**src/verilog/aic_cfg.svh**
```systemverilog
// constants for the analogue input and configuration register bank
`ifndef AIC_CFG_SVH
`define AIC_CFG_SVH

// ---------------------------------------------------------------
// bus geometry
// ---------------------------------------------------------------
`define AIC_ADR_W        8
`define AIC_DAT_W        32
`define AIC_SEL_W        4
`define AIC_IDX_W        4
`define AIC_BYTE_W       8
`define AIC_IDX_MSB      5
`define AIC_IDX_LSB      2
`define AIC_ADR_HI_MSB   7
`define AIC_ADR_HI_LSB   6
`define AIC_ADR_LO_MSB   1
`define AIC_ADR_LO_LSB   0
`define AIC_ADR_ZERO     2'h0
`define AIC_LANE0        0
`define AIC_DAT_PAD      24'h00_0000

// ---------------------------------------------------------------
// register indices (byte address is four times the index)
// ---------------------------------------------------------------
`define AIC_IDX_NONE     4'h0
`define AIC_IDX_INSEL    4'h4
`define AIC_IDX_ANA      4'h5
`define AIC_IDX_OP       4'h6
`define AIC_IDX_STAT     4'hf

// ---------------------------------------------------------------
// reset values and writable masks
// ---------------------------------------------------------------
`define AIC_RST_INSEL    2'h0
`define AIC_RST_ANA      8'h00
`define AIC_RST_OP       8'h00
`define AIC_MASK_INSEL   8'h03
`define AIC_MASK_ANA     8'h7b
`define AIC_MASK_OP      8'hbf
`define AIC_ZERO_BYTE    8'h00

// ---------------------------------------------------------------
// field positions
// ---------------------------------------------------------------
`define AIC_INSEL_MSB    1
`define AIC_INSEL_LSB    0
`define AIC_REF_HI_BIT   6
`define AIC_IN_2X_BIT    5
`define AIC_MID_EN_BIT   4
`define AIC_REF_BUF_BIT  3
`define AIC_POS_BUF_BIT  1
`define AIC_NEG_BUF_BIT  0
`define AIC_WIDE_IN_BIT  7
`define AIC_PIN_FN_BIT   5
`define AIC_START_MSB    4
`define AIC_START_LSB    3
`define AIC_SPEED_BIT    2
`define AIC_STBY_BIT     1
`define AIC_PDOWN_BIT    0
`define AIC_STAT_PWR_MSB 1
`define AIC_STAT_PWR_LSB 0
`define AIC_STAT_2X_BIT  2

`endif

```
**src/verilog/aic_pkg.sv**
```systemverilog
// types shared by the register bank modules
`default_nettype none
package aic_pkg;

	typedef enum logic [1:0] {
		AIC_IN_NORMAL  = 2'h0,
		AIC_IN_INVERT  = 2'h1,
		AIC_IN_MIDTEST = 2'h2,
		AIC_IN_CMTEST  = 2'h3
	} aic_insel_t;

	typedef enum logic [1:0] {
		AIC_ST_STARTSTOP = 2'h0,
		AIC_ST_ONESHOT   = 2'h1,
		AIC_ST_SYNC      = 2'h2,
		AIC_ST_RSVD      = 2'h3
	} aic_start_t;

	typedef enum logic [1:0] {
		AIC_PWR_OFF     = 2'h0,
		AIC_PWR_STANDBY = 2'h1,
		AIC_PWR_ACTIVE  = 2'h2
	} aic_pwr_t;

	typedef struct packed {
		logic p_from_pos;
		logic p_from_neg;
		logic n_from_pos;
		logic n_from_neg;
		logic p_to_mid;
		logic n_to_mid;
	} aic_route_t;

endpackage

`default_nettype wire

```
**src/verilog/aic_bus_if.sv**
```systemverilog
// internal register access carrier between bus slave and register bank
`timescale 1ns/1ps
`default_nettype none
`include "aic_cfg.svh"

interface aic_bus_if;
	logic                   wr_stb;
	logic [`AIC_IDX_W-1:0]  idx;
	logic [`AIC_BYTE_W-1:0] wdata;
	logic [`AIC_BYTE_W-1:0] rdata;

	modport slave (output wr_stb, output idx, output wdata, input rdata);
	modport regs  (input wr_stb, input idx, input wdata, output rdata);
endinterface

`default_nettype wire

```
**src/verilog/aic_wb_slave.sv**
```systemverilog
// classic wishbone slave front end for the register bank
`timescale 1ns/1ps
`default_nettype none
`include "aic_cfg.svh"

module aic_wb_slave (
	input  wire logic                  clk_i,
	input  wire logic                  rst_i,
	input  wire logic                  cyc_i,
	input  wire logic                  stb_i,
	input  wire logic                  we_i,
	input  wire logic [`AIC_ADR_W-1:0] adr_i,
	input  wire logic [`AIC_SEL_W-1:0] sel_i,
	input  wire logic [`AIC_DAT_W-1:0] dat_i,
	output logic      [`AIC_DAT_W-1:0] dat_o,
	output logic                       ack_o,
	aic_bus_if.slave                   bus
);
	logic                  ack_reg;
	logic [`AIC_DAT_W-1:0] dat_reg;
	logic                  req;
	logic                  hit;

	// one access per request, ack drops the cycle after it rose
	assign req = cyc_i & stb_i & ~ack_reg;
	assign hit = (adr_i[`AIC_ADR_HI_MSB:`AIC_ADR_HI_LSB] == `AIC_ADR_ZERO) &&
		(adr_i[`AIC_ADR_LO_MSB:`AIC_ADR_LO_LSB] == `AIC_ADR_ZERO);

	assign bus.idx    = hit ? adr_i[`AIC_IDX_MSB:`AIC_IDX_LSB] : `AIC_IDX_NONE;
	assign bus.wr_stb = req & we_i & sel_i[`AIC_LANE0];
	assign bus.wdata  = dat_i[`AIC_BYTE_W-1:0];

	always_ff @(posedge clk_i) begin
		if (rst_i) begin
			ack_reg <= 1'b0;
		end else begin
			ack_reg <= req;
		end
	end

	always_ff @(posedge clk_i) begin
		if (rst_i) begin
			dat_reg <= {`AIC_DAT_PAD, `AIC_ZERO_BYTE};
		end else if (req & ~we_i) begin
			dat_reg <= {`AIC_DAT_PAD, bus.rdata};
		end
	end

	assign ack_o = ack_reg;
	assign dat_o = dat_reg;
endmodule

`default_nettype wire

```
**src/verilog/aic_route_decode.sv**
```systemverilog
// input selection to converter input switch decode
`timescale 1ns/1ps
`default_nettype none

module aic_route_decode (
	input  wire aic_pkg::aic_insel_t insel_i,
	output aic_pkg::aic_route_t      route_o
);
	import aic_pkg::*;

	always_comb begin
		route_o = '0;
		case (insel_i)
			AIC_IN_NORMAL: begin
				route_o.p_from_pos = 1'b1;
				route_o.n_from_neg = 1'b1;
			end
			AIC_IN_INVERT: begin
				route_o.p_from_neg = 1'b1;
				route_o.n_from_pos = 1'b1;
			end
			AIC_IN_MIDTEST: begin
				// both pins open, converter inputs at midsupply
				route_o.p_to_mid = 1'b1;
				route_o.n_to_mid = 1'b1;
			end
			AIC_IN_CMTEST: begin
				// inputs shorted and tied to the positive pin
				route_o.p_from_pos = 1'b1;
				route_o.n_from_pos = 1'b1;
			end
			default: begin
				route_o = '0;
			end
		endcase
	end
endmodule

`default_nettype wire

```
**src/verilog/aic_regs.sv**
```systemverilog
// input select and configuration register bank with analogue controls
// Summary of operation
// [RULE_01] input select 00b routes normal polarity, 01b inverted polarity
// [RULE_02] input select 10b opens both pins, shorts converter to midsupply
// [RULE_03] input select 11b shorts converter inputs and ties them to positive pin
// [RULE_04] input select register at 4h, resets 00h, bits 7:2 read zero
// [RULE_05] analogue config at 5h, resets 00h, bits 7 and 2 read zero
// [RULE_06] bit 6 picks low reference range at 0, high at 1
// [RULE_07] high reference range forces effective input range to 1x
// [RULE_08] bit 5 picks 1x or 2x input range, subject to override
// [RULE_09] bit 4 enables the midsupply output pin
// [RULE_10] bit 3 enables the positive reference precharge buffer
// [RULE_11] bit 1 enables the positive input precharge buffer
// [RULE_12] bit 0 enables the negative input precharge buffer
// [RULE_13] operating config at 6h, resets 00h, fixed field layout, bit 6 reserved
// [RULE_14] start mode 00b start/stop, 01b one-shot, 10b synchronized, 11b reserved
// [RULE_15] speed bit 0 selects high speed, 1 selects low speed clock
// [RULE_16] standby bit powers converter down while conversions are stopped
// [RULE_17] power-down bit powers all but serial interface and register supply
// [RULE_18] reserved bit writes ignored, fields read back last written value
//
// Chosen here: the Wishbone register port.
`timescale 1ns/1ps
`default_nettype none
`include "aic_cfg.svh"

module aic_regs (
	input  wire logic                  clk_i,
	input  wire logic                  rst_i,
	input  wire logic                  cyc_i,
	input  wire logic                  stb_i,
	input  wire logic                  we_i,
	input  wire logic [`AIC_ADR_W-1:0] adr_i,
	input  wire logic [`AIC_SEL_W-1:0] sel_i,
	input  wire logic [`AIC_DAT_W-1:0] dat_i,
	output logic      [`AIC_DAT_W-1:0] dat_o,
	output logic                       ack_o,
	input  wire logic                  conv_active_i,
	output logic                       adc_p_from_pos_o,
	output logic                       adc_p_from_neg_o,
	output logic                       adc_n_from_pos_o,
	output logic                       adc_n_from_neg_o,
	output logic                       adc_p_to_mid_o,
	output logic                       adc_n_to_mid_o,
	output logic                       ref_high_range_o,
	output logic                       input_range_2x_o,
	output logic                       midsupply_output_en_o,
	output logic                       ref_pos_precharge_en_o,
	output logic                       pos_input_precharge_en_o,
	output logic                       neg_input_precharge_en_o,
	output logic                       range_extension_o,
	output logic                       output_pin_dual_o,
	output logic                       start_stop_mode_o,
	output logic                       one_shot_mode_o,
	output logic                       sync_mode_o,
	output logic                       low_speed_o,
	output logic                       analog_power_en_o,
	output logic                       modulator_power_en_o,
	output aic_pkg::aic_pwr_t          power_state_o
);
	import aic_pkg::*;

	// ---------------------------------------------------------------
	// bus front end
	// ---------------------------------------------------------------
	aic_bus_if bus ();

	aic_wb_slave u_slave (
		.clk_i (clk_i),
		.rst_i (rst_i),
		.cyc_i (cyc_i),
		.stb_i (stb_i),
		.we_i  (we_i),
		.adr_i (adr_i),
		.sel_i (sel_i),
		.dat_i (dat_i),
		.dat_o (dat_o),
		.ack_o (ack_o),
		.bus   (bus)
	);

	// ---------------------------------------------------------------
	// software registers
	// ---------------------------------------------------------------
	aic_insel_t             insel_reg;
	logic [`AIC_BYTE_W-1:0] ana_cfg_reg;
	logic [`AIC_BYTE_W-1:0] op_cfg_reg;
	aic_pwr_t               pwr_reg;
	aic_pwr_t               pwr_next;
	logic                   wr_insel;
	logic                   wr_ana;
	logic                   wr_op;
	logic                   range_2x_next;
	logic [`AIC_BYTE_W-1:0] stat_byte;

	assign wr_insel = bus.wr_stb && (bus.idx == `AIC_IDX_INSEL);
	assign wr_ana   = bus.wr_stb && (bus.idx == `AIC_IDX_ANA);
	assign wr_op    = bus.wr_stb && (bus.idx == `AIC_IDX_OP);

	always_ff @(posedge clk_i) begin
		if (rst_i) begin
			insel_reg <= aic_insel_t'(`AIC_RST_INSEL); // see [RULE_04]
		end else if (wr_insel) begin
			insel_reg <= aic_insel_t'(bus.wdata[`AIC_INSEL_MSB:`AIC_INSEL_LSB]);
		end
	end

	always_ff @(posedge clk_i) begin
		if (rst_i) begin
			ana_cfg_reg <= `AIC_RST_ANA; // see [RULE_05]
		end else if (wr_ana) begin
			ana_cfg_reg <= bus.wdata & `AIC_MASK_ANA; // see [RULE_18]
		end
	end

	always_ff @(posedge clk_i) begin
		if (rst_i) begin
			op_cfg_reg <= `AIC_RST_OP; // see [RULE_13]
		end else if (wr_op) begin
			op_cfg_reg <= bus.wdata & `AIC_MASK_OP; // see [RULE_18]
		end
	end

	// ---------------------------------------------------------------
	// read back
	// ---------------------------------------------------------------
	always_comb begin
		stat_byte = `AIC_ZERO_BYTE;
		stat_byte[`AIC_STAT_PWR_MSB:`AIC_STAT_PWR_LSB] = pwr_reg;
		stat_byte[`AIC_STAT_2X_BIT] = input_range_2x_o;
	end

	always_comb begin
		case (bus.idx)
			`AIC_IDX_INSEL: begin
				// upper bits always zero
				bus.rdata = {{(`AIC_BYTE_W-2){1'b0}}, insel_reg}; // see [RULE_04]
			end
			`AIC_IDX_ANA: begin
				bus.rdata = ana_cfg_reg; // see [RULE_05]
			end
			`AIC_IDX_OP: begin
				bus.rdata = op_cfg_reg;
			end
			`AIC_IDX_STAT: begin
				bus.rdata = stat_byte;
			end
			default: begin
				bus.rdata = `AIC_ZERO_BYTE;
			end
		endcase
	end

	// ---------------------------------------------------------------
	// input switch control
	// ---------------------------------------------------------------
	aic_route_t route;

	aic_route_decode u_route (
		.insel_i (insel_reg),
		.route_o (route)
	);

	always_ff @(posedge clk_i) begin
		if (rst_i) begin
			adc_p_from_pos_o <= 1'b0;
			adc_p_from_neg_o <= 1'b0;
			adc_n_from_pos_o <= 1'b0;
			adc_n_from_neg_o <= 1'b0;
			adc_p_to_mid_o   <= 1'b0;
			adc_n_to_mid_o   <= 1'b0;
		end else begin
			adc_p_from_pos_o <= route.p_from_pos; // see [RULE_01]
			adc_p_from_neg_o <= route.p_from_neg; // see [RULE_01]
			adc_n_from_pos_o <= route.n_from_pos; // see [RULE_03]
			adc_n_from_neg_o <= route.n_from_neg;
			adc_p_to_mid_o   <= route.p_to_mid; // see [RULE_02]
			adc_n_to_mid_o   <= route.n_to_mid; // see [RULE_02]
		end
	end

	// ---------------------------------------------------------------
	// analogue front end control
	// ---------------------------------------------------------------
	// high reference range overrides the range bit
	assign range_2x_next = ana_cfg_reg[`AIC_IN_2X_BIT] &
		~ana_cfg_reg[`AIC_REF_HI_BIT]; // see [RULE_07]

	always_ff @(posedge clk_i) begin
		if (rst_i) begin
			ref_high_range_o         <= 1'b0;
			input_range_2x_o         <= 1'b0;
			midsupply_output_en_o    <= 1'b0;
			ref_pos_precharge_en_o   <= 1'b0;
			pos_input_precharge_en_o <= 1'b0;
			neg_input_precharge_en_o <= 1'b0;
		end else begin
			ref_high_range_o         <= ana_cfg_reg[`AIC_REF_HI_BIT]; // see [RULE_06]
			input_range_2x_o         <= range_2x_next; // see [RULE_08]
			midsupply_output_en_o    <= ana_cfg_reg[`AIC_MID_EN_BIT]; // see [RULE_09]
			ref_pos_precharge_en_o   <= ana_cfg_reg[`AIC_REF_BUF_BIT]; // see [RULE_10]
			pos_input_precharge_en_o <= ana_cfg_reg[`AIC_POS_BUF_BIT]; // see [RULE_11]
			neg_input_precharge_en_o <= ana_cfg_reg[`AIC_NEG_BUF_BIT]; // see [RULE_12]
		end
	end

	// ---------------------------------------------------------------
	// operating mode control
	// ---------------------------------------------------------------
	always_ff @(posedge clk_i) begin
		if (rst_i) begin
			range_extension_o <= 1'b0;
			output_pin_dual_o <= 1'b0;
			low_speed_o       <= 1'b0;
		end else begin
			range_extension_o <= op_cfg_reg[`AIC_WIDE_IN_BIT];
			output_pin_dual_o <= op_cfg_reg[`AIC_PIN_FN_BIT];
			low_speed_o       <= op_cfg_reg[`AIC_SPEED_BIT]; // see [RULE_15]
		end
	end

	always_ff @(posedge clk_i) begin
		if (rst_i) begin
			start_stop_mode_o <= 1'b1;
			one_shot_mode_o   <= 1'b0;
			sync_mode_o       <= 1'b0;
		end else begin
			start_stop_mode_o <= 1'b0;
			one_shot_mode_o   <= 1'b0;
			sync_mode_o       <= 1'b0;
			// reserved code selects no start mode
			case (aic_start_t'(op_cfg_reg[`AIC_START_MSB:`AIC_START_LSB]))
				AIC_ST_STARTSTOP: start_stop_mode_o <= 1'b1; // see [RULE_14]
				AIC_ST_ONESHOT:   one_shot_mode_o   <= 1'b1; // see [RULE_14]
				AIC_ST_SYNC:      sync_mode_o       <= 1'b1; // see [RULE_14]
				default:          start_stop_mode_o <= 1'b0;
			endcase
		end
	end

	// ---------------------------------------------------------------
	// power state
	// ---------------------------------------------------------------
	always_comb begin
		if (op_cfg_reg[`AIC_PDOWN_BIT]) begin
			pwr_next = AIC_PWR_OFF; // see [RULE_17]
		end else if (op_cfg_reg[`AIC_STBY_BIT] && !conv_active_i) begin
			pwr_next = AIC_PWR_STANDBY; // see [RULE_16]
		end else begin
			pwr_next = AIC_PWR_ACTIVE;
		end
	end

	always_ff @(posedge clk_i) begin
		if (rst_i) begin
			pwr_reg <= AIC_PWR_ACTIVE;
		end else begin
			pwr_reg <= pwr_next;
		end
	end

	always_ff @(posedge clk_i) begin
		if (rst_i) begin
			analog_power_en_o    <= 1'b1;
			modulator_power_en_o <= 1'b1;
			power_state_o        <= AIC_PWR_ACTIVE;
		end else begin
			power_state_o <= pwr_reg;
			case (pwr_reg)
				AIC_PWR_OFF: begin
					analog_power_en_o    <= 1'b0; // see [RULE_17]
					modulator_power_en_o <= 1'b0;
				end
				AIC_PWR_STANDBY: begin
					analog_power_en_o    <= 1'b1;
					modulator_power_en_o <= 1'b0; // see [RULE_16]
				end
				default: begin
					analog_power_en_o    <= 1'b1;
					modulator_power_en_o <= 1'b1;
				end
			endcase
		end
	end
endmodule

`default_nettype wire

```
**config.mk**
```make
export PLATFORM = sky130hd
export DESIGN_NAME = aic_regs
export DESIGN_NICKNAME = d
export VERILOG_FILES = /design/src/verilog/aic_pkg.sv /design/src/verilog/aic_bus_if.sv /design/src/verilog/aic_wb_slave.sv /design/src/verilog/aic_route_decode.sv /design/src/verilog/aic_regs.sv
export VERILOG_INCLUDE_DIRS = /design/src /design/src/verilog
export SDC_FILE = /design/constraint.sdc
export NUM_CORES = 1
export LEC_CHECK = 0
export ABC_AREA = 1
export BUFFER_PORTS_ARGS = -buffer_cell sky130_fd_sc_hd__buf_2
export CAP_MARGIN = 30
export CELL_PAD_IN_SITES_DETAIL_PLACEMENT = 0
export CELL_PAD_IN_SITES_GLOBAL_PLACEMENT = 2
export CORE_MARGIN = 2
export CORE_UTILIZATION = 24
export CTS_CLUSTER_DIAMETER = 150
export DETAILED_ROUTE_END_ITERATION = 7
export PLACE_DENSITY = 0.82
export SYNTH_ARGS = -nofsm -noshare
export SYNTH_HDL_FRONTEND = slang
export SYNTH_HIERARCHICAL = 1
export SYNTH_SLANG_ARGS = --single-unit
export TNS_END_PERCENT = 1
```
**constraint.sdc**
```tcl
create_clock -name clk_i -period 1.6 [get_ports clk_i]
set_input_delay 0.08 -clock clk_i [delete_from_list [all_inputs] [get_ports clk_i]]
set_output_delay 0.08 -clock clk_i [all_outputs]
set_load 0.03 [all_outputs]
```
==> impl_metrics.tcl, run 1 <==
set metrics [dict create \
    cts_sinks 48 \
    ff_latch_area_um2 961 \
    cts_tree "done" \
    grt_pass1_wl_mm 7.65 \
    io_buffers 53 \
    postSynthCellCount 327 \
    die-area_um2 10300 \
    worstSetupPathType "flip-flop to flip-flop" \
    synth_area_leader_cell "dfxtp_1" \
    hp-class "input port to flip-flop" \
    rsz0062_at_grt "false" \
    seq_area_frac_synth_pct 42.3 \
    ir_worst_vdd_mv 0.268 \
    rows 35 \
    cp-start-kind "flip-flop" \
    synth.avg_cell_area_um2 6.95 \
    cpPeakStageDelay_ns 0.35 \
    num-nets-final 435 \
    start_util_pct 24.7 \
    setup_ws_ns 0.256 \
    cp.arrival_ns 1.58 \
    first_pass_iters 4 \
    cts_resized 0 \
    route.detailed.drc 0 \
    ant_nets 0 \
    first_iter_violations 82 \
    path_cells "inv_2, nand3_2, nor2_1, buf_12, nand3_2, nand2_1, inv_1, nor2_1" \
    synthDistinctLibCells 20 \
    post-dp-hpwl_mm 3.75 \
    antenna_found_initial 0 \
    r2r-start "u_slave/ack_o" \
    cts_buffer_depth 2 \
    cts_hold_buf 1 \
    root_buffer "clkbuf_8" \
    die_y_um 101 \
    period_minus_slack_ns 1.34 \
    fmax_mhz 744 \
    synth_area_leaders "dfxtp_1 (42%), buf_4 (11%), inv_1 (11%)" \
    syn_to_final_growth_pct 18.2 \
    min_from "dat_i[1]" \
    hold_viol_final 0 \
    core-area_um2 9200 \
    antenna_cells 0 \
    postCtsSetupBuffers 0 \
    pre_cts_slack_ns 0.0494 \
    dpl_cell_area_um2 2570 \
    multi_input_area_um2 863 \
    grt-ovfl-total 0 \
    largest_reg_flops 8 \
    end_kind "flip-flop" \
    p_leak_nw 1.35 \
    drv_cap 0 \
    grt_start_max_net_pins 22 \
    yosysWarnings 6 \
    crit_start "u_slave/ack_o" \
    tns_ns 0 \
    yosys_register_bits 48 \
    detail_route.wl_per_cell_um 9.12 \
    num-fill-cells 1068 \
    setup_violations 0 \
    yosysTopAreaCellShare_pct 42.3 \
    pin_count 105 \
    critPathMaxFanout 16 \
    clk_pin_slew_worst_paths_ns 0.09 \
    grt_usage_pct 9.43 \
    htree_levels 2 \
    gp_congestion 0.774 \
    syn-cell-area_um2 2270 \
    cp_data_required_time_ns 1.84 \
    slew_viol_final 0 \
    vias 1782 \
    fin_crit_sh_pct 84.0 \
    numCtsBuffers 5 \
    first_global_vias 1634 \
    clk_latency_ns 0.29 \
    viasPerCell 3.61 \
    outcome "complete, no violations" \
    die_w_um 101 \
    crit_slowest_cell "dfxtp_1" \
    wl_mm 4.50 \
    powerDensity_nw_per_um2 853 \
    finalInstanceArea_um2 2690 \
    layout-drive-gt1-share_pct 21.5 \
    skew_ns 0.0101 \
]
-- Yosys cell counts --
library cell	n
nor2_2	2
nand4_1	2
nor2_1	62
inv_2	5
o21ai_0	3
clkbuf_1	2
inv_1	64
conb_1	1
nor2_4	3
nor3_1	3
nand3_1	25
buf_2	3
nand3_2	3
o22ai_1	3
clkbuf_2	1
dfxtp_1	48
ha_1	4
nor4_1	1
buf_4	33
nand2_1	59
-- final cells by class --
| class | instances | share of cell area (%) |
|---|---|---|
| tap | 111 | 5.17 |
| clock inverter | 2 | 1.30 |
| multi-input combinational | 194 | 32.2 |
| sequential | 48 | 35.8 |
| clock buffer | 6 | 2.70 |
| timing repair buffer | 63 | 13.2 |
| inverter | 69 | 9.65 |
-- path summary, 6_finish.rpt --
path	end	slack, ns	cells past startpoint
worst max register to register	op_cfg_reg[2]	0.26	8
worst min-delay path	insel_reg[1]	0.03	3
worst max-delay path	op_cfg_reg[2]	0.26	8
worst min register to register	input_range_2x_o	0.43	1
-- critical path: cells and delay by family (launching register included) --
kind / cells / cell delay (ns)
flip-flops: 1 / 0.35
AND/OR/NAND/NOR: 5 / 0.66
buffers and inverters: 3 / 0.28
-- cells by family (layout without fill, tap and decap cells) --
logic type	Yosys count	after routing	synth area share, %
AOI/OAI and AO/OA	6	6	1.49
adders and majority gates	4	4	2.20
buffers and inverters	108	140	23.5
DFF	48	48	42.3
other	1	24	0.165
and+or+nand+nor	160	160	30.3
-- per-layer routing --
metal  share of wire (%)  global-route usage (%)
met1                  50                    12.8
met2                  43                    14.5
met3                 5.2                    1.73
met4                 1.5                    4.37
met5                   0                       0
-- where the power goes --
part | switching [W] | internal, W | leakage [nW]
logic | 0.000181 | 0.0000613 | 0.905
clock network | 0.000372 | 0.000464 | 0.0552
registers | 0.00000572 | 0.00121 | 0.388
total | 0.000559 | 0.00173 | 1.35
-- cell usage in the layout, fill, tap and decap left out, types with 2 or more instances in the layout --
master / n
conb_1: 24
inv_2: 5
buf_4: 8
clkbuf_8: 5
o21ai_0: 3
dfxtp_1: 48
nor2_2: 2
nand3_2: 3
inv_1: 64
ha_1: 4
nor2_1: 62
nand4_1: 2
buf_2: 53
nor3_1: 3
nand2_1: 59
nand3_1: 25
o22ai_1: 3
nor2_4: 3
-- stage by stage --
| stage | hold slack [ns] | power [W] | util (%) | instances |
|---|---|---|---|---|
| floorplan | 0.152 | 0.00148 | - | 350 |
| global placement | 0.262 | 0.00148 | 27.9 | 484 |
| detailed placement | 0.265 | 0.00149 | 27.9 | 484 |
| CTS | 0.0313 | 0.00234 | 29.2 | 493 |
| global route | 0.0565 | 0.00241 | 29.2 | 493 |
| finish | 0.0341 | 0.00229 | 29.2 | 493 |
(Power assumes the default switching activity.)
==> inputs of run 2 (changes only) <==
- clock period: 1.6 -> 1.3 ns (I/O delays scaled with it)
==> run 2 against run 1 <==
Effect of this change: combinational power rose by 30%; first-iteration DRC count down 40%; power up 30%; highest routed layer unchanged.
==> impl_metrics.tcl, run 2 (synthesis results as in run 1) <==
set metrics [dict create \
    outcome "complete, no violations" \
    antenna_found_initial 0 \
    p_leak_nw 1.39 \
    utilization_pct 30.3 \
    grt_pass1_wl_mm 8.12 \
    skew_ns 0.00551 \
    ff_latch_area_um2 962 \
    hp-class "input port to flip-flop" \
    cts_buffer_depth 2 \
    cts_tree "done" \
    largest_reg_flops 8 \
    gp_congestion 0.785 \
    reg2reg_slack_ns 0.13 \
    hold_viol_final 0 \
    fin_crit_sh_pct 90.3 \
    fmax_mhz 852 \
    rows 35 \
    endpoint "ana_cfg_reg[6]" \
    wl_met3_um 372 \
    start_util_pct 24.7 \
    pin_count 105 \
    wl_mm 4.84 \
    grt-ovfl-total 0 \
    rr_endpoint "ana_cfg_reg[6]" \
    ant_nets 0 \
    first_global_vias 1732 \
    mostFrequentLayoutCells "inv_1 (64), nor2_1 (58), nand2_1 (56)" \
    highest_layer "met4" \
    ir_worst_vdd_mv 0.603 \
    viasPerCell 3.73 \
    worstSetupPathType "flip-flop to flip-flop" \
    multi_input_area_um2 901 \
    dr_wl_met2_mm 2.01 \
    rsz0062_at_grt "true" \
    first_pass_iters 4 \
    num-fill-cells 1059 \
    first_iter_violations 49 \
    drv_cap 0 \
    cts_sinks 48 \
    numCtsBuffers 5 \
    die_w_um 101 \
    num-nets-final 440 \
    grt_usage_pct 10.2 \
    crit_start "u_slave/ack_o" \
    cp.arrival_ns 1.38 \
    period_minus_slack_ns 1.17 \
    cp_data_required_time_ns 1.51 \
    hold_ws_ns 0.0148 \
    detail_route.wl_per_cell_um 9.71 \
    m1WireLength_mm 2.37 \
    final_common_cell "inv_1" \
    die_y_um 101 \
    r2r-start "u_slave/ack_o" \
    end_kind "flip-flop" \
    core-area_um2 9200 \
    cp-start-kind "flip-flop" \
    htree_levels 2 \
    clk_pin_slew_worst_paths_ns 0.09 \
    io_buffers 53 \
    root_buffer "clkbuf_8" \
    vias 1859 \
    powerDensity_nw_per_um2 1070 \
    slew_viol_final 0 \
    post-dp-hpwl_mm 3.85 \
    critPathMaxFanout 11 \
    layout-drive-gt1-share_pct 24.8 \
    setup_violations 0 \
    grt_start_max_net_pins 22 \
    worst_r2r_path_depth 8 \
    route.detailed.drc 0 \
    clk_latency_ns 0.30 \
    die-area_um2 10300 \
    syn_to_final_growth_pct 22.5 \
    antenna_cells 0 \
    finalPower_w 0.00298 \
]
## run 2: power breakdown
group	switching, W	total (W)	internal, W
logic	0.000231	0.000315	0.0000832
registers	0.00000763	0.00149	0.00149
clock network	0.000493	0.00117	0.000679
## run 2: worst max-delay path, cell delays in order, from the launching register on
cell and delay (ns):
dfxtp_2 0.35, inv_2 0.05, nand3_2 0.06, nor2_2 0.11, buf_6 0.17, buf_4 0.15, nand3_1 0.08, nand2_1 0.06
nor2_1 0.03
## run 2: layout make-up
class	instances	area share, %
Timing Repair Buffer	68	14.2
Clock inverter	1	1.08
Sequential cell	48	34.6
Tap cell	111	4.99
Clock buffer	7	3.46
Multi-Input combinational cell	194	32.4
Inverter	69	9.30
## run 2: repair_timing
action / 4_1_cts / 5_1_grt
buffers inserted: 0 / 0
hold endpoints to repair: 1 / 0
endpoints found under the setup margin: 0 / 22
hold buffers: 1 / 0
resized for setup: 0 / 11
## run 2: how the worst min path moves through the flow
stage / slack, ns / to / start / depth (start not counted)
after floorplan: 0.13 / u_slave/ack_o / rst_i / 1
after global placement: 0.25 / pwr_reg[0] / conv_active_i / 2
after detailed placement: 0.25 / pwr_reg[0] / conv_active_i / 2
after CTS: 0.01 / insel_reg[1] / dat_i[1] / 3
after global routing: 0.02 / insel_reg[1] / dat_i[1] / 3
final: 0.01 / insel_reg[1] / dat_i[1] / 3
## run 2: metrics by stage
step	setup WS (ns)	cell area, µm²	instances	TNS, ns
5_1_grt	-0.0313	2780	498	-0.131
6_report	0.126	2780	498	0
3_3_place_gp	-0.188	2610	489	-1.55
3_5_place_dp	-0.231	2610	489	-2.30
4_1_cts	0.0354	2740	498	0
2_1_floorplan	0.0225	2360	350	0
## run 2: per-layer routing
metal	global-route usage, %	vias up
li1	-	1016
met1	13.6	778
met2	15.6	57
met3	2.90	8
met4	4.05	0
met5	0	-
